[src/lpwt_pkg.sv]
// constants, register map and field layout of the wake-up interval timer
package lpwt_pkg;

	// ----------------------------------------
	// register map (byte offsets)
	// ----------------------------------------
	localparam int          ADDR_W      = 12;
	localparam logic [11:0] OFS_CTRL    = 12'h000;
	localparam logic [11:0] OFS_CMP     = 12'h004;
	localparam logic [11:0] OFS_COUNT   = 12'h008;

	// ----------------------------------------
	// control register fields
	// ----------------------------------------
	localparam int          BIT_RUN     = 15;
	localparam int          BIT_MIEN    = 7;
	localparam int          BIT_FLAG    = 3;
	localparam int          BIT_CLR     = 0;

	// ----------------------------------------
	// reset values and limits
	// ----------------------------------------
	localparam logic [31:0] RST_CTRL    = 32'h0000_0000;
	localparam logic [15:0] RST_CMP     = 16'hffff;
	localparam logic [15:0] RST_COUNT   = 16'h0000;
	localparam logic [15:0] CMP_MIN     = 16'h0001;

	// ----------------------------------------
	// counting clock
	// ----------------------------------------
	localparam int          RC_OSC_HZ   = 100;
	localparam int          OSC_DIV     = 32;
	localparam logic [4:0]  DIV_LAST    = 5'h1f;
	localparam logic [4:0]  DIV_HALF    = 5'h10;
	localparam logic [4:0]  DIV_ZERO    = 5'h00;

endpackage : lpwt_pkg

[src/lpwt_if.sv]
// carrier between the register side, the clock divider and the counter
interface lpwt_if;
	logic        run;
	logic        clear;
	logic [15:0] cmp;
	logic        tick;
	logic [15:0] count;
	logic        match;

	modport ctl (output run, output clear, output cmp, input tick, input count, input match);
	modport cnt (input run, input clear, input cmp, input tick, output count, output match);
	modport dvr (input run, output tick);
endinterface : lpwt_if

[src/lpwt_div.sv]
// rc oscillator synchroniser and divide-by-32 counting clock
module lpwt_div
	import lpwt_pkg::*;
(
	input  wire logic core_clk,
	input  wire logic reset_n,
	input  wire logic periph_reset,
	input  wire logic rc_osc_in,
	lpwt_if.dvr       bus
);

	logic [2:0] osc_sync_r;
	logic [4:0] div_r;
	logic [4:0] div_nxt;
	logic       first_r;
	logic       first_nxt;
	logic       tick_r;
	logic       tick_nxt;
	logic       osc_rise;

	// osc_sync_r[0] feeds only osc_sync_r[1]
	assign osc_rise = osc_sync_r[1] & ~osc_sync_r[2];

	always_comb
	begin
		div_nxt   = div_r;
		first_nxt = first_r;
		tick_nxt  = 1'b0;
		if (periph_reset)
		begin
			first_nxt = 1'b1;
			div_nxt   = DIV_ZERO;
		end
		else if (!bus.run)
			// oscillator is off; first start after reset begins mid-period
			div_nxt = first_r ? DIV_HALF : DIV_ZERO;
		else if (osc_rise)
		begin
			first_nxt = 1'b0;
			tick_nxt  = (div_r == DIV_LAST);
			div_nxt   = 5'(div_r + 5'h01);
		end
	end

	always_ff @(posedge core_clk or negedge reset_n)
	begin
		if (!reset_n)
		begin
			osc_sync_r <= 3'h0;
			div_r      <= DIV_HALF;
			first_r    <= 1'b1;
			tick_r     <= 1'b0;
		end
		else
		begin
			osc_sync_r <= {osc_sync_r[1:0], rc_osc_in};
			div_r      <= div_nxt;
			first_r    <= first_nxt;
			tick_r     <= tick_nxt;
		end
	end

	assign bus.tick = tick_r;
endmodule : lpwt_div

[src/lpwt_core.sv]
// 16-bit up-counter with compare match and wrap to zero
module lpwt_core
	import lpwt_pkg::*;
(
	input  wire logic core_clk,
	input  wire logic reset_n,
	input  wire logic periph_reset,
	lpwt_if.cnt       bus
);

	logic [15:0] count_r;
	logic [15:0] count_nxt;
	logic        match_r;
	logic        match_nxt;

	always_comb
	begin
		count_nxt = count_r;
		match_nxt = 1'b0;
		if (periph_reset || bus.clear)
			count_nxt = RST_COUNT;
		else if (bus.run && bus.tick)
		begin
			if (count_r == bus.cmp)
			begin
				count_nxt = RST_COUNT;
				match_nxt = 1'b1;
			end
			else
				count_nxt = 16'(count_r + 16'h0001);
		end
	end

	// reset_n, periph_reset and the clear command all zero the counter; shutdown wake leaves it be
	always_ff @(posedge core_clk or negedge reset_n)
	begin
		if (!reset_n)
		begin
			count_r <= RST_COUNT;
			match_r <= 1'b0;
		end
		else
		begin
			count_r <= count_nxt;
			match_r <= match_nxt;
		end
	end

	assign bus.count = count_r;
	assign bus.match = match_r;
endmodule : lpwt_core

[src/lpwt_top.sv]
// low-power wake-up interval timer: apb registers, flag, interrupt and wake
//
// Contract
// - the run bit at 15 starts the counter and the rc oscillator, and clearing it stops both.
// - control bit 7 lets the match interrupt out only while it is one.
// - control bit 3 is set on a match and cleared only by writing one to it, by periph_reset or by reset_n.
// - writing one to bit 0 zeroes the counter and the bit then drops by itself.
// - compare data spans 0x0001 to 0xffff, resets to 0xffff, and a period is data plus one ticks.
// - the counter steps by one on each counting-clock edge while the run bit is set.
// - the counting clock is the roughly 100 hz rc oscillator divided by 32.
// - control, compare and count keep their contents across a wake from shutdown.
// - the first enable after a reset may match half a counting period early.
// - the timer is only a periodic 16-bit interval timer with no other modes.
// - a match serves as a wake-up request out of the shutdown state.
// - all three registers are 32 bits wide and take word, halfword and byte access.
module lpwt_top
	import lpwt_pkg::*;
(
	input  wire logic              core_clk,
	input  wire logic              reset_n,
	input  wire logic              psel,
	input  wire logic              penable,
	input  wire logic              pwrite,
	input  wire logic [ADDR_W-1:0] paddr,
	input  wire logic [31:0]       pwdata,
	input  wire logic [3:0]        pstrb,
	output logic      [31:0]       prdata,
	output logic                   pready,
	output logic                   pslverr,
	input  wire logic              rc_osc_in,
	input  wire logic              periph_reset,
	output logic                   osc_run,
	output logic                   match_irq,
	output logic                   wake_req
);

	// ----------------------------------------
	// state
	// ----------------------------------------
	logic        run_r;
	logic        run_nxt;
	logic        mien_r;
	logic        mien_nxt;
	logic        flag_r;
	logic        flag_nxt;
	logic        clr_r;
	logic        clr_nxt;
	logic [15:0] cmp_r;
	logic [15:0] cmp_nxt;
	logic [31:0] rdata_r;
	logic [31:0] rdata_nxt;
	logic        ready_r;
	logic        ready_nxt;
	logic        err_r;
	logic        err_nxt;
	logic        irq_r;
	logic        irq_nxt;
	logic        wake_r;
	logic        wake_nxt;

	logic [31:0] wmask;
	logic [31:0] wbits;
	logic [31:0] ctrl_word;
	logic [31:0] cmp_merged;
	logic        setup;
	logic        wr_go;
	logic        ctl_wr;
	logic        cmp_wr;
	logic        mapped;

	lpwt_if bus ();

	// ----------------------------------------
	// sub-blocks
	// ----------------------------------------
	lpwt_div u_div (
		.core_clk     (core_clk),
		.reset_n      (reset_n),
		.periph_reset (periph_reset),
		.rc_osc_in    (rc_osc_in),
		.bus          (bus.dvr)
	);

	lpwt_core u_core (
		.core_clk     (core_clk),
		.reset_n      (reset_n),
		.periph_reset (periph_reset),
		.bus          (bus.cnt)
	);

	// ----------------------------------------
	// byte lanes
	// ----------------------------------------
	genvar gi;
	generate
		for (gi = 0; gi < 4; gi++)
		begin : g_lane
			assign wmask[gi*8 +: 8] = {8{pstrb[gi]}};
		end
	endgenerate

	assign wbits     = pwdata & wmask;
	assign ctrl_word = {16'h0000, run_r, 7'h00, mien_r, 3'h0, flag_r, 2'h0, clr_r};
	// only the interval-timer fields exist; every other bit reads zero
	assign cmp_merged = ({16'h0000, cmp_r} & ~wmask) | wbits;

	// ----------------------------------------
	// apb decode
	// ----------------------------------------
	// no wait state: pready and prdata come from flops loaded in the setup phase
	assign setup  = psel && !penable;
	assign wr_go  = psel && penable && pwrite && ready_r;
	assign mapped = (paddr == OFS_CTRL) || (paddr == OFS_CMP) || (paddr == OFS_COUNT);
	assign ctl_wr = wr_go && (paddr == OFS_CTRL);
	assign cmp_wr = wr_go && (paddr == OFS_CMP);

	always_comb
	begin
		ready_nxt = setup;
		err_nxt   = setup && !mapped;
		rdata_nxt = 32'h0000_0000;
		if (setup && !pwrite)
		begin
			unique case (paddr)
				OFS_CTRL:  rdata_nxt = ctrl_word;
				OFS_CMP:   rdata_nxt = {16'h0000, cmp_r};
				OFS_COUNT: rdata_nxt = {16'h0000, bus.count};
				default:   rdata_nxt = 32'h0000_0000;
			endcase
		end
	end

	// ----------------------------------------
	// control and compare registers
	// ----------------------------------------
	always_comb
	begin
		run_nxt  = run_r;
		mien_nxt = mien_r;
		flag_nxt = flag_r;
		clr_nxt  = 1'b0;
		cmp_nxt  = cmp_r;
		if (periph_reset)
		begin
			run_nxt  = RST_CTRL[BIT_RUN];
			mien_nxt = RST_CTRL[BIT_MIEN];
			flag_nxt = RST_CTRL[BIT_FLAG];
			cmp_nxt  = RST_CMP;
		end
		else
		begin
			if (ctl_wr && pstrb[1])
				run_nxt = pwdata[BIT_RUN];
			if (ctl_wr && pstrb[0])
				mien_nxt = pwdata[BIT_MIEN];
			if (ctl_wr && wbits[BIT_FLAG])
				flag_nxt = 1'b0;
			// a match in the same cycle beats the software clear
			if (bus.match)
				flag_nxt = 1'b1;
			if (ctl_wr && wbits[BIT_CLR] && !clr_r)
				clr_nxt = 1'b1;
			if (cmp_wr)
				// zero is outside the range; clamp so the period stays defined
				cmp_nxt = (cmp_merged[15:0] == 16'h0000) ? CMP_MIN : cmp_merged[15:0];
		end
		irq_nxt  = flag_r && mien_r;
		wake_nxt = bus.match;
	end

	// only reset_n resets these flops directly; periph_reset reloads the settings through the next state
	always_ff @(posedge core_clk or negedge reset_n)
	begin
		if (!reset_n)
		begin
			run_r   <= RST_CTRL[BIT_RUN];
			mien_r  <= RST_CTRL[BIT_MIEN];
			flag_r  <= RST_CTRL[BIT_FLAG];
			clr_r   <= RST_CTRL[BIT_CLR];
			cmp_r   <= RST_CMP;
			rdata_r <= 32'h0000_0000;
			ready_r <= 1'b0;
			err_r   <= 1'b0;
			irq_r   <= 1'b0;
			wake_r  <= 1'b0;
		end
		else
		begin
			run_r   <= run_nxt;
			mien_r  <= mien_nxt;
			flag_r  <= flag_nxt;
			clr_r   <= clr_nxt;
			cmp_r   <= cmp_nxt;
			rdata_r <= rdata_nxt;
			ready_r <= ready_nxt;
			err_r   <= err_nxt;
			irq_r   <= irq_nxt;
			wake_r  <= wake_nxt;
		end
	end

	// ----------------------------------------
	// outputs
	// ----------------------------------------
	assign bus.run   = run_r;
	assign bus.clear = clr_r;
	assign bus.cmp   = cmp_r;

	assign prdata    = rdata_r;
	assign pready    = ready_r;
	assign pslverr   = err_r;
	assign osc_run   = run_r;
	assign match_irq = irq_r;
	assign wake_req  = wake_r;
endmodule : lpwt_top

[config.mk]
export PLATFORM = sky130hd
export DESIGN_NAME = lpwt_top
export DESIGN_NICKNAME = d
export VERILOG_FILES = /design/src/lpwt_pkg.sv /design/src/lpwt_if.sv /design/src/lpwt_div.sv /design/src/lpwt_core.sv /design/src/lpwt_top.sv
export SDC_FILE = /design/constraint.sdc
export NUM_CORES = 1
export LEC_CHECK = 0
export ABC_AREA = 1
export BUFFER_PORTS_ARGS = -buffer_cell sky130_fd_sc_hd__clkbuf_2
export CELL_PAD_IN_SITES_DETAIL_PLACEMENT = 0
export CELL_PAD_IN_SITES_GLOBAL_PLACEMENT = 1
export CORE_MARGIN = 2
export CORE_UTILIZATION = 38
export CTS_CLUSTER_SIZE = 24
export DETAILED_ROUTE_END_ITERATION = 6
export GPL_ROUTABILITY_DRIVEN = 0
export GPL_TIMING_DRIVEN = 0
export HOLD_SLACK_MARGIN = 0.08
export PLACE_DENSITY = 0.82
export SKIP_CTS_REPAIR_TIMING = 1
export SLEW_MARGIN = 20
export SYNTH_ARGS = -nofsm -noshare
export SYNTH_HDL_FRONTEND = slang
export SYNTH_SLANG_ARGS = --single-unit
[constraint.sdc]
create_clock -name core_clk -period 1.95 [get_ports core_clk]
set_input_delay 0.195 -clock core_clk [delete_from_list [all_inputs] [get_ports core_clk]]
set_output_delay 0.195 -clock core_clk [all_outputs]
set_load 0.005 [all_outputs]
==> results of run 1 <==
[final timing paths]
path / from / endpoint / slack (ns) / depth (start not counted)
worst max-delay path: bus.cmp[15]$_DFFE_PN1P_ / u_core.bus.count[11]$_DFFE_PN0P_ / 0.32 / 9
worst min-delay path: pwdata[0] / bus.clear$_DFF_PN0_ / 0.09 / 3
worst max register to register: bus.cmp[15]$_DFFE_PN1P_ / u_core.bus.count[11]$_DFFE_PN0P_ / 0.32 / 9
worst min register to register: u_div.osc_sync_r[0]$_DFF_PN0_ / u_div.osc_sync_r[1]$_DFF_PN0_ / 0.36 / 0
max in group asynchronous: reset_n / bus.cmp[0]$_DFFE_PN1P_ / 1.02 / 3
min in group asynchronous: reset_n / u_div.osc_sync_r[0]$_DFF_PN0_ / 0.32 / 2
[metal layers]
layer / vias up / GRT usage
met1: 1573 / 0.245
met3: 12 / 0.0257
li1: 1756 / -
met2: 120 / 0.296
met5: - / 0
met4: 0 / 0.0888
[power by group through the flow]
| stage | Sequential [mW] | Clock [mW] | Combinational, mW |
|---|---|---|---|
| after global routing | 1.48 | 1.15 | 0.389 |
| after detailed placement | 1.50 | 0 | 0.335 |
| after global placement | 1.50 | 0 | 0.327 |
| final | 1.47 | 1.06 | 0.339 |
| after floorplan | 1.49 | 0 | 0.209 |
| after CTS | 1.47 | 1.09 | 0.336 |
[critical path: stages (launching register included)]
cell and delay (ns):
dfstp_2 0.56, inv_1 0.07, nand2_1 0.06, nand2_1 0.05, nor2_1 0.10, nand2_1 0.06
nor2_1 0.17, nand3b_1 0.15, nand2_2 0.22, nor2_1 0.07
[through the flow]
| step | util | std cells | power, mW | instance area, um^2 |
|---|---|---|---|---|
| finish | 0.464 | 732 | 2.87 | 4510 |
| global route | 0.464 | 732 | 3.02 | 4510 |
| CTS | 0.462 | 730 | 2.90 | 4490 |
| detailed placement | 0.444 | 714 | 1.83 | 4320 |
| global placement | 0.442 | 713 | 1.83 | 4300 |
| floorplan | - | 525 | 1.70 | 3860 |
[flip-flops by register name, summed over array words and instances, names as in the netlist]
signal            count
osc_run               1
u_div.div_r           5
u_core.bus.match      1
u_core.bus.count     16
u_div.bus.tick        1
u_div.first_r         1
u_div.osc_sync_r      3
bus.cmp              16
bus.clear             1
prdata               16
pslverr               1
mien_r                1
wake_req              1
pready                1
flag_r                1
match_irq             1
[cell usage in the layout, fill, tap and decap left out, types with 11 or more instances in the layout]
cell / n
buf_4: 17
clkbuf_2: 54
clkbuf_8: 11
conb_1: 16
dfrtp_1: 49
dfstp_2: 18
inv_1: 56
inv_2: 19
nand2_1: 127
nand2_2: 15
nand3_1: 26
nor2_1: 56
o21ai_0: 31
o21ai_1: 33
o22ai_1: 13
[kinds of logic after synthesis]
kind of cell	count (synthesis)
AO/OA/AOI/OAI	88
buffers and inverters	103
AND/OR/NAND/NOR	243
adder cells (fa/ha/maj)	3
other	1
flip-flops	67
XOR/XNOR	5
[cell type report]
type | count | share of cell area
flip-flops and latches | 67 | 0.376
multi-input cells | 355 | 0.372
repair buffers | 58 | 0.0704
inverters | 75 | 0.0624
plain buffers | 28 | 0.0441
well taps | 133 | 0.0369
clock buffers | 14 | 0.0360
clock inverters | 2 | 0.00222
==> results by group, run 1 <==
Layout
  • Fin nets: approximately 650
  • Layout cells sized above 1: 0.262
  • Ant. Diodes: 0
  • Area Overhead vs Synth: 18.8%
  • Multi-input logic area: 0.00168 mm^2
  • Register Area: 0.00170 mm^2
  • Fillers: 1000

Global route
  • Initial antenna violation count: 0
  • Global-route wire length before repair: between 15 and 20 mm
  • Largest net degree at the start of global routing: 43
  • Remaining global-route overflow: 0
  • Total GRT Usage: 0.184
  • Number of global-route vias before repair: between 3000 and 4000

Critical path
  • WP data required: 2.18 ns
  • Crit path capture type: flip-flop
  • CP Launch Type: flip-flop
  • Setup Crit Path Kind: reg -> reg
  • Crit path arrival time: 1.87 ns
  • Worst Path Max Fanout: 10

Detailed routing
  • Post-Route M1 WL: 4.29 mm
  • Drt wl/cell: between 10 and 15 um
  • WL met2: approximately 4.4 mm
  • Vias per cell: 4.73
  • Highest Signal Layer: met4
  • Drt total wl: around 9.4 mm
  • Total number of vias: approximately 3500
  • Met3 routed WL: 526 um
  • DRT Pass-1 Iters: 5
  • Final ANT Viol Nets: 0
  • Drt first-iter violations: between 150 and 200
  • Residual DRC: 0

Power and ir drop
  • Reg power frac: 0.514
  • P_int: 2.11 mW
  • Clock network power share: 0.368
  • Sw frac: 0.265
  • Max VDD drop: 296 uV
  • LEAKAGE: 2.33 nW
  • Logic pwr share: 0.118
  • Pwr Density: roughly 640 mW/mm^2
  • Switch Pwr: 0.761 mW

Yosys
  • Xor and xnor area share after synthesis: 0.0115
  • Yosys top cell area share: 0.323
  • Post-synth top cells: 127 x nand2_1, 56 x inv_1, 56 x nor2_1
  • Multiplexer share of the synthesized area: 0
  • Post-Syn Instances: between 500 and 600
  • Synth Area in Adders: 0.00987
  • Syn Area/Cell: between 7 and 8 um^2
  • Post-synthesis cell type count: 31
  • Synth Area in Compound Gates: 0.124
  • Yosys top cell by area: dfrtp_1
  • Yosys reg bits: 67
  • Post-synthesis sequential area ratio: 0.447
  • Most frequent cell after synthesis: nand2_1
  • Largest family of logic cells by synthesized area: simple AND/OR/NAND/NOR gates
  • Top_reg_cell synth: dfrtp_1
  • Synth Cell Area: ~0.0038 mm^2
  • Synthesis Warnings: 0
  • Ys async rst share: 1.00
  • Simple logic cell fraction of the synthesized area: 0.280
  • Post-synth EDFFs: 0
  • Synth area leaders: dfrtp_1 32%, nand2_1 13%, dfstp_2 12%

Clock tree
  • Root buffer cell: clkbuf_8
  • TritonCTS clock tree: built
  • Clock buffer depth: 2
  • Clock Latency Late Sink: roughly 0.36 ns
  • H-tree depth: 3
  • TritonCTS buffer count: 9
  • CTS clock-pin slew for the worst setup and hold paths: approximately 0.070 ns
  • Num Clock Sinks: between 60 and 70

Place
  • Pre-CTS setup slack: 0.345 ns
  • DP Wirelength: slightly above 7 mm
  • PortBufs: 55

Flow run
  • Number of max-cap violations: 0

STA
  • Final Cycle Share: 0.838
  • Final hold vios: 0
  • Final min period: about 1.6 ns
  • Least-Margin Pin Slew: 0.578 ns
  • Final WS setup: ~0.32 ns
  • Max Slew Vio Count: 0
  • Fmax: between 600 and 700 MHz
  • RSZ-0062 raised after global routing: false
  • Clk_skew: around 0.0093 ns
  • Final setup viols: 0
  • Final TNS setup: 0 ns
  • Max-slew headroom: 0.614
  • Hold slack: 0.0885 ns

Floorplan
  • Die ar.: 0.0108 mm^2
  • Row cnt: 36
  • Die W: roughly 100 um
  • Core Area: 0.00973 mm^2
  • Die span in y: between 100 and 150 um
  • Ports: approximately 90
  • Initial Util: 0.391

Hold path
  • Hold Crit Class: in -> reg

Outcome
  • Outcome: finished, final reports clean
Power figures use the tool's default switching activity.
==> inputs of run 2 (changes only) <==
--- a/config.mk
+++ b/config.mk
@@ -5,18 +5,18 @@
 export SDC_FILE = /design/constraint.sdc
 export NUM_CORES = 1
 export LEC_CHECK = 0
-export ABC_AREA = 1
+export ABC_AREA = 0
 export BUFFER_PORTS_ARGS = -buffer_cell sky130_fd_sc_hd__clkbuf_2
 export CELL_PAD_IN_SITES_DETAIL_PLACEMENT = 0
 export CELL_PAD_IN_SITES_GLOBAL_PLACEMENT = 1
 export CORE_MARGIN = 2
-export CORE_UTILIZATION = 38
+export CORE_UTILIZATION = 37
 export CTS_CLUSTER_SIZE = 24
 export DETAILED_ROUTE_END_ITERATION = 6
 export GPL_ROUTABILITY_DRIVEN = 0
 export GPL_TIMING_DRIVEN = 0
 export HOLD_SLACK_MARGIN = 0.08
-export PLACE_DENSITY = 0.82
+export PLACE_DENSITY = 0.79
 export SKIP_CTS_REPAIR_TIMING = 1
 export SLEW_MARGIN = 20
 export SYNTH_ARGS = -nofsm -noshare
==> constraint.sdc (replaced) <==
create_clock -name core_clk -period 1.3 [get_ports core_clk]
set_input_delay 0.13 -clock core_clk [delete_from_list [all_inputs] [get_ports core_clk]]
set_output_delay 0.13 -clock core_clk [all_outputs]
set_load 0.005 [all_outputs]
==> run 2 against run 1 <==
  * The flow now finishes with violations (setup timing)
  * Clock-buffer cell count is 4 lower
  * Critical path type unchanged
  * Die area about the same
  * Largest power group unchanged
  * Global-route usage decreased by 0.36 points
  * First-iteration DRC count up 24%
  * Sequential power grew 43%
==> results by group, run 2 <==
Flow run
  • Number of max-cap violations: 0 (unchanged)

Critical path
  • Setup Crit Path Kind: reg -> reg
  • Delay of the slowest critical-path stage: 0.59 ns (+0.03 ns)
  • Worst Path Max Fanout: 6 (-4)
  • CP Launch Type: flip-flop
  • Crit-path cells: xor2_2 -> nor4_4 -> nand4_4 -> nand4_4 -> clkbuf_16 -> o31ai_1
  • WP data required: 1.53 ns (-0.65 ns)
  • Stages on worst setup path: 6 (-3)
  • CP delay by family, top: simple AND/OR/NAND/NOR gates
  • Worst reg-to-reg path cell count: 6 (-3)
  • Cell mode on critical path: nand4_4
  • Slowest CP cell: dfstp_2
  • Crit path capture type: flip-flop
  • Crit path arrival time: 2.16 ns (+0.29 ns)
  • Crit path buffers/inverters: 1 (unchanged)

Place
  • PortBufs: 54 (-1.8%)
  • DP Cell Count: 558 (-22%)
  • Area after detailed placement: 0.00426 mm^2 (-1.4%)
  • DP Wirelength: 6.96 mm (-1.1%)

STA
  • Final Cycle Share: 1.49 (+0.648)
  • Max-slew headroom: 0.559 (-0.0557)
  • Final hold vios: 0 (unchanged)
  • Clk_skew: 0.00698 ns (-0.00228 ns)
  • Fmax: 518 MHz (-15%)
  • Max Slew Vio Count: 0 (unchanged)
  • Final min period: 1.93 ns (+0.298 ns)
  • Final WS setup: -0.632 ns (-0.948 ns)
  • Least-Margin Pin Slew: 0.662 ns (+0.0835 ns)
  • RSZ-0062 raised after global routing: true
  • Final setup viols: 35 (+35)
  • Final TNS setup: -12.84 ns (-12.84 ns)

Floorplan
  • Die span in y: 104 um (about the same)
  • Die ar.: 0.0108 mm^2 (about the same)
  • Initial Util: 0.380 (-0.0104)
  • Ports: 92 (unchanged)
  • Die W: 104 um (about the same)
  • Core Area: 0.00973 mm^2 (unchanged)
  • Row cnt: 36 (unchanged)

Yosys
  • Yosys top cell area share: 0.331 (+0.00884)
  • Yosys reg bits: 67 (unchanged)
  • Post-Syn Instances: 355 (-30%)
  • Post-synthesis sequential area ratio: 0.459 (+0.0122)
  • Syn Area/Cell: 10.4 um^2 (+40%)
  • Post-synth top cells: 49 x dfrtp_1, 39 x nor2_1, 23 x and3_1
  • Ys async rst share: 1.00 (unchanged)
  • Synth Cell Area: 0.00370 mm^2 (-2.7%)
  • Yosys top cell by area: dfrtp_1
  • Top_reg_cell synth: dfrtp_1
  • Synth area leaders: dfrtp_1 33%, dfstp_2 13%, a22oi_1 4.3%
  • Post-synthesis cell type count: 57 (+84%)
  • Most frequent cell after synthesis: dfrtp_1
  • Synthesis Warnings: 0 (unchanged)
  • Post-synth EDFFs: 0 (unchanged)

Layout
  • Multi-input logic area: 0.00219 mm^2 (+31%)
  • Highest-count cells in the layout ignoring fill and taps: 56 x clkbuf_2, 42 x dfrtp_1, 34 x nor2_1, 34 x buf_4, 18 x dfstp_2
  • Fillers: 878 (-12%)
  • Layout cells sized above 1: 0.488 (+0.226)
  • Area Overhead vs Synth: 42.6%
  • Design area: 0.00528 mm^2 (+17%)
  • Fin nets: 530 (-19%)
  • Final Non-Filler Cells: 610 (-17%)
  • Commonest non-fill, non-tap cell in the layout: clkbuf_2
  • Register Area: 0.00171 mm^2 (+0.52%)
  • Ant. Diodes: 0 (unchanged)

Power and ir drop
  • LEAKAGE: 2.35 nW (+0.95%)
  • Pwr Density: 838 mW/mm^2 (+32%)
  • Max VDD drop: 569 uV (+92%)

Outcome
  • Failing checks: setup timing
  • Outcome: finished with violations

Detailed routing
  • Drt total wl: 10.8 mm (+15%)
  • Drt wl/cell: 17.7 um (+38%)
  • DRT Pass-1 Iters: 4 (-1)
  • Final ANT Viol Nets: 0 (unchanged)
  • Drt first-iter violations: 235 (+24%)
  • Residual DRC: 0 (unchanged)
  • Vias per cell: 5.39 (+14%)
  • Total number of vias: 3289 (-5.0%)

Clock tree
  • Clock Latency Late Sink: 0.34 ns (-0.02 ns)
  • Clock buffer depth: 2 (unchanged)
  • Num Clock Sinks: 67 (unchanged)
  • Root buffer cell: clkbuf_8
  • TritonCTS buffer count: 9 (unchanged)
  • TritonCTS clock tree: built
  • H-tree depth: 3 (unchanged)
  • CTS clock-pin slew for the worst setup and hold paths: 0.08 ns (about the same)

Hold path
  • Cells on Worst Hold Path: 3 (unchanged)
  • Hold Crit Class: in -> reg

Global route
  • Number of global-route vias before repair: 2993 (-11%)
  • Remaining global-route overflow: 0 (unchanged)
  • Total GRT Usage: 0.180 (-0.00359)
  • Met3 Use GR: 0.0501 (+0.0244)
  • Initial antenna violation count: 0 (unchanged)
  • GR Layer Usage met1: 0.254 (+0.00967)
  • Largest net degree at the start of global routing: 40 (-7.0%)
  • Global-route wire length before repair: 15.5 mm (-2.0%)
  • M2 GR Usage: 0.280 (-0.0155)
  • Gr busiest metal: met2
run 2: cell types whose count changed in the layout (fill, tap and decap cells not counted), moves of 13 or more:
cell and change:
nand2_1 -115, inv_1 -51, o21ai_1 -32, o21ai_0 -31, nor2_1 -22, nand3_1 -20, inv_2 -19, buf_4 +17
a22oi_1 +16, nand2_2 -15, buf_6 +13
run 2: power breakdown:
group | total, mW | switching [mW] | internal (mW)
Clock | 1.98 | 0.847 | 1.13
Combinational | 0.345 | 0.200 | 0.145
Sequential | 2.10 | 0.00425 | 2.10
run 2: cell families (layout without fill, tap and decap cells):
group / count (synthesis) / count (layout) / synth area share
adders and majority gates: 3 / 3 / 0.0101
and+or+nand+nor: 131 / 132 / 0.219
xor gates and xnor gates: 19 / 19 / 0.0450
buffers and inverters: 46 / 152 / 0.0747
DFF: 67 / 67 / 0.459
AOI/OAI and AO/OA: 76 / 76 / 0.159
muxes: 12 / 12 / 0.0325
other: 1 / 16 / 0.00101
run 2: per-layer routing:
layer / routed length, um / up-vias / share of wire
li1: - / 1518 / -
met1: 4750 / 1635 / 0.44
met2: 5190 / 121 / 0.48
met3: 664 / 15 / 0.062
met4: 170 / 0 / 0.016
met5: 0 / - / 0
run 2: final timing paths:
check / from / endpoint / slack (ns)
setup / recovery: bus.cmp[1]$_DFFE_PN1P_ / u_core.bus.count[10]$_DFFE_PN0P_ / -0.63
hold / removal: pwdata[15] / osc_run$_DFFE_PN0P_ / 0.12
setup reg to reg: bus.cmp[1]$_DFFE_PN1P_ / u_core.bus.count[10]$_DFFE_PN0P_ / -0.63
hold reg to reg: u_div.osc_sync_r[0]$_DFF_PN0_ / u_div.osc_sync_r[1]$_DFF_PN0_ / 0.36
max in group asynchronous: reset_n / u_div.div_r[4]$_DFFE_PN1P_ / 0.40
min in group asynchronous: reset_n / prdata[5]$_DFF_PN0_ / 0.29
run 2: final cells by class:
class / instances / share of cell area
Clock inverter: 6 / 0.0168
Clock buffer: 10 / 0.0261
Sequential cell: 67 / 0.324
Inverter: 5 / 0.00356
Buffer: 40 / 0.0586
Timing Repair Buffer: 91 / 0.124
Multi-Input combinational cell: 258 / 0.415
Tap cell: 133 / 0.0315
run 2: worst register-to-register path, stage by stage, from the launching register on:
cell and delay, ns:
dfstp_2 0.59, xor2_2 0.10, nor4_4 0.39, nand4_4 0.25, nand4_4 0.25, clkbuf_16 0.18
o31ai_1 0.07
run 2: through the flow:
stage	power (mW)	utilization	setup WS, ns	hold slack [ns]
CTS	4.41	0.461	-0.814	-0.256
detailed placement	2.43	0.438	-0.792	0.121
finish	4.42	0.542	-0.632	0.115
global placement	2.42	0.436	-0.768	0.257
global route	4.59	0.542	-0.701	0.101
floorplan	2.28	-	-0.403	-0.166
==> inputs of run 3 (changes only) <==
--- a/config.mk
+++ b/config.mk
@@ -7,10 +7,8 @@
 export LEC_CHECK = 0
 export ABC_AREA = 0
 export BUFFER_PORTS_ARGS = -buffer_cell sky130_fd_sc_hd__clkbuf_2
-export CELL_PAD_IN_SITES_DETAIL_PLACEMENT = 0
-export CELL_PAD_IN_SITES_GLOBAL_PLACEMENT = 1
 export CORE_MARGIN = 2
-export CORE_UTILIZATION = 37
+export CORE_UTILIZATION = 48
 export CTS_CLUSTER_SIZE = 24
 export DETAILED_ROUTE_END_ITERATION = 6
 export GPL_ROUTABILITY_DRIVEN = 0
==> run 3 against run 2 <==
  * The flow still finishes with violations (setup timing)
  * Hold slack got worse by 0.0062 ns
  * Setup slack improved by 0.012 ns
  * Via count increased by 1.3%
  * Power decreased by 11%
  * Sequential cell count unchanged
  * Routed wire length decreased by 6.9%
  * Cell area decreased by 6.8%
  * Clock skew increased by 0.0055 ns
  * Cell count decreased by 6.4%
  * Largest cell class unchanged
==> results by group, run 3 (synthesis results as in run 2) <==
Outcome
  • Outcome: finished with violations
  • Failing checks: setup timing

STA
  • Final Cycle Share: 1.48 (-0.00918)
  • Max Slew Vio Count: 0 (unchanged)
  • Final WS setup: -0.620 ns (+0.0119 ns)
  • Final hold vios: 0 (unchanged)
  • RSZ-0062 raised after global routing: true
  • Fmax: 521 MHz (+0.62%)
  • Least-Margin Pin Slew: 0.564 ns (-0.0981 ns)
  • Final setup viols: 35 (unchanged)
  • Final TNS setup: -13.71 ns (-0.863 ns)
  • Hold slack: 0.109 ns (-0.00622 ns)
  • Max-slew headroom: 0.624 (+0.0654)
  • Final min period: 1.92 ns (-0.0119 ns)
  • Clk_skew: 0.0125 ns (+0.00554 ns)

Floorplan
  • Initial Util: 0.486 (+0.106)
  • Core Area: 0.00761 mm^2 (-22%)
  • Row cnt: 32 (-11%)
  • Ports: 92 (unchanged)
  • Die W: 91.8 um (-12%)
  • Die span in y: 91.8 um (-12%)
  • Die ar.: 0.00843 mm^2 (-22%)

Global route
  • Total GRT Usage: 0.226 (+0.0458)
  • Largest net degree at the start of global routing: 36 (-10%)
  • Number of global-route vias before repair: 2983 (-0.33%)
  • Initial antenna violation count: 0 (unchanged)
  • Remaining global-route overflow: 0 (unchanged)
  • Global-route wire length before repair: 15.0 mm (-3.0%)

Critical path
  • CP Launch Type: flip-flop
  • Crit path capture type: flip-flop
  • Worst Path Max Fanout: 8 (+2)
  • Crit path arrival time: 2.15 ns (about the same)
  • Setup Crit Path Kind: reg -> reg
  • WP data required: 1.53 ns (about the same)

Layout
  • Final Non-Filler Cells: 571 (-6.4%)
  • Fin nets: 522 (-1.5%)
  • Highest-count cells in the layout ignoring fill and taps: 56 x clkbuf_2, 44 x dfrtp_1, 35 x nor2_1
  • Layout cells sized above 1: 0.422 (-0.0663)
  • Ant. Diodes: 0 (unchanged)
  • Area Overhead vs Synth: 32.9%
  • Design area: 0.00492 mm^2 (-6.8%)
  • Commonest non-fill, non-tap cell in the layout: clkbuf_2

Detailed routing
  • Drt total wl: 10.0 mm (-6.9%)
  • Drt wl/cell: 17.6 um (-0.59%)
  • Residual DRC: 0 (unchanged)
  • Drt first-iter violations: 326 (+39%)
  • Final ANT Viol Nets: 0 (unchanged)
  • DRT Pass-1 Iters: 5 (+1)
  • Total number of vias: 3331 (+1.3%)
  • Vias per cell: 5.83 (+8.2%)

Clock tree
  • Num Clock Sinks: 67 (unchanged)
  • Root buffer cell: clkbuf_8
  • Clock Latency Late Sink: 0.35 ns (about the same)
  • H-tree depth: 3 (unchanged)
  • CTS clock-pin slew for the worst setup and hold paths: 0.06 ns (-0.02 ns)
  • TritonCTS clock tree: built
  • TritonCTS buffer count: 9 (unchanged)
  • Clock buffer depth: 2 (unchanged)

Power and ir drop
  • Max VDD drop: 754 uV (+33%)
  • Overall Power: 3.93 mW (-11%)
  • LEAKAGE: 2.25 nW (-4.3%)
  • Pwr Density: 799 mW/mm^2 (-4.7%)

Place
  • DP Cell Count: 527 (-5.6%)
  • PortBufs: 54 (unchanged)
  • DP Wirelength: 6.64 mm (-4.7%)
  • Area after detailed placement: 0.00422 mm^2 (-0.91%)

Flow run
  • Number of max-cap violations: 0 (unchanged)

Hold path
  • Hold Crit Class: in -> reg
==> run 3: layout make-up <==
class,count,area [um^2]
fillers,573,2690
multi-input cells,257,2040
flip-flops and latches,67,1710
repair buffers,84,554
plain buffers,40,305
clock buffers,13,149
well taps,102,128
inverters,5,18.8
clock inverters,3,15.0
==> run 3: metal layers <==
layer / track usage / vias up / wire length (um)
li1: - / 1497 / -
met1: 0.309 / 1646 / 4100
met2: 0.355 / 168 / 5010
met3: 0.0624 / 20 / 738
met4: 0.0659 / 0 / 165
met5: 0 / - / 0
==> run 3: final timing paths <==
| check | startpoint | endpoint | slack, ns | depth (start not counted) |
|---|---|---|---|---|
| min in group asynchronous | reset_n | prdata[4]$_DFF_PN0_ | 0.30 | 2 |
| min reg2reg | u_div.osc_sync_r[0]$_DFF_PN0_ | u_div.osc_sync_r[1]$_DFF_PN0_ | 0.35 | 0 |
| max | bus.cmp[6]$_DFFE_PN1P_ | u_core.bus.count[1]$_DFFE_PN0P_ | -0.62 | 7 |
| max in group asynchronous | reset_n | bus.cmp[3]$_DFFE_PN1P_ | 0.38 | 3 |
| min | pwdata[15] | osc_run$_DFFE_PN0P_ | 0.11 | 3 |
| max reg2reg | bus.cmp[6]$_DFFE_PN1P_ | u_core.bus.count[1]$_DFFE_PN0P_ | -0.62 | 7 |
==> run 3: through the flow <==
stage                util  setup slack, ns
floorplan               -           -0.403
global route        0.646           -0.680
CTS                 0.577           -0.777
global placement    0.552           -0.736
detailed placement  0.555           -0.765
finish              0.646           -0.620
==> run 3: worst max-delay path, cell delays in order, from the launching register on <==
cell and delay [ns]:
dfstp_2 0.62, xor2_2 0.11, nor4_4 0.33, nand4_4 0.25, buf_6 0.22, buf_6 0.12, nand4_1 0.08, a21oi_2 0.06
==> run 3: power breakdown <==
group	total [mW]	internal [mW]	switching, mW
Clock	1.49	0.736	0.750
Sequential	2.10	2.10	0.00427
Combinational	0.339	0.145	0.194
Total	3.93	2.98	0.949
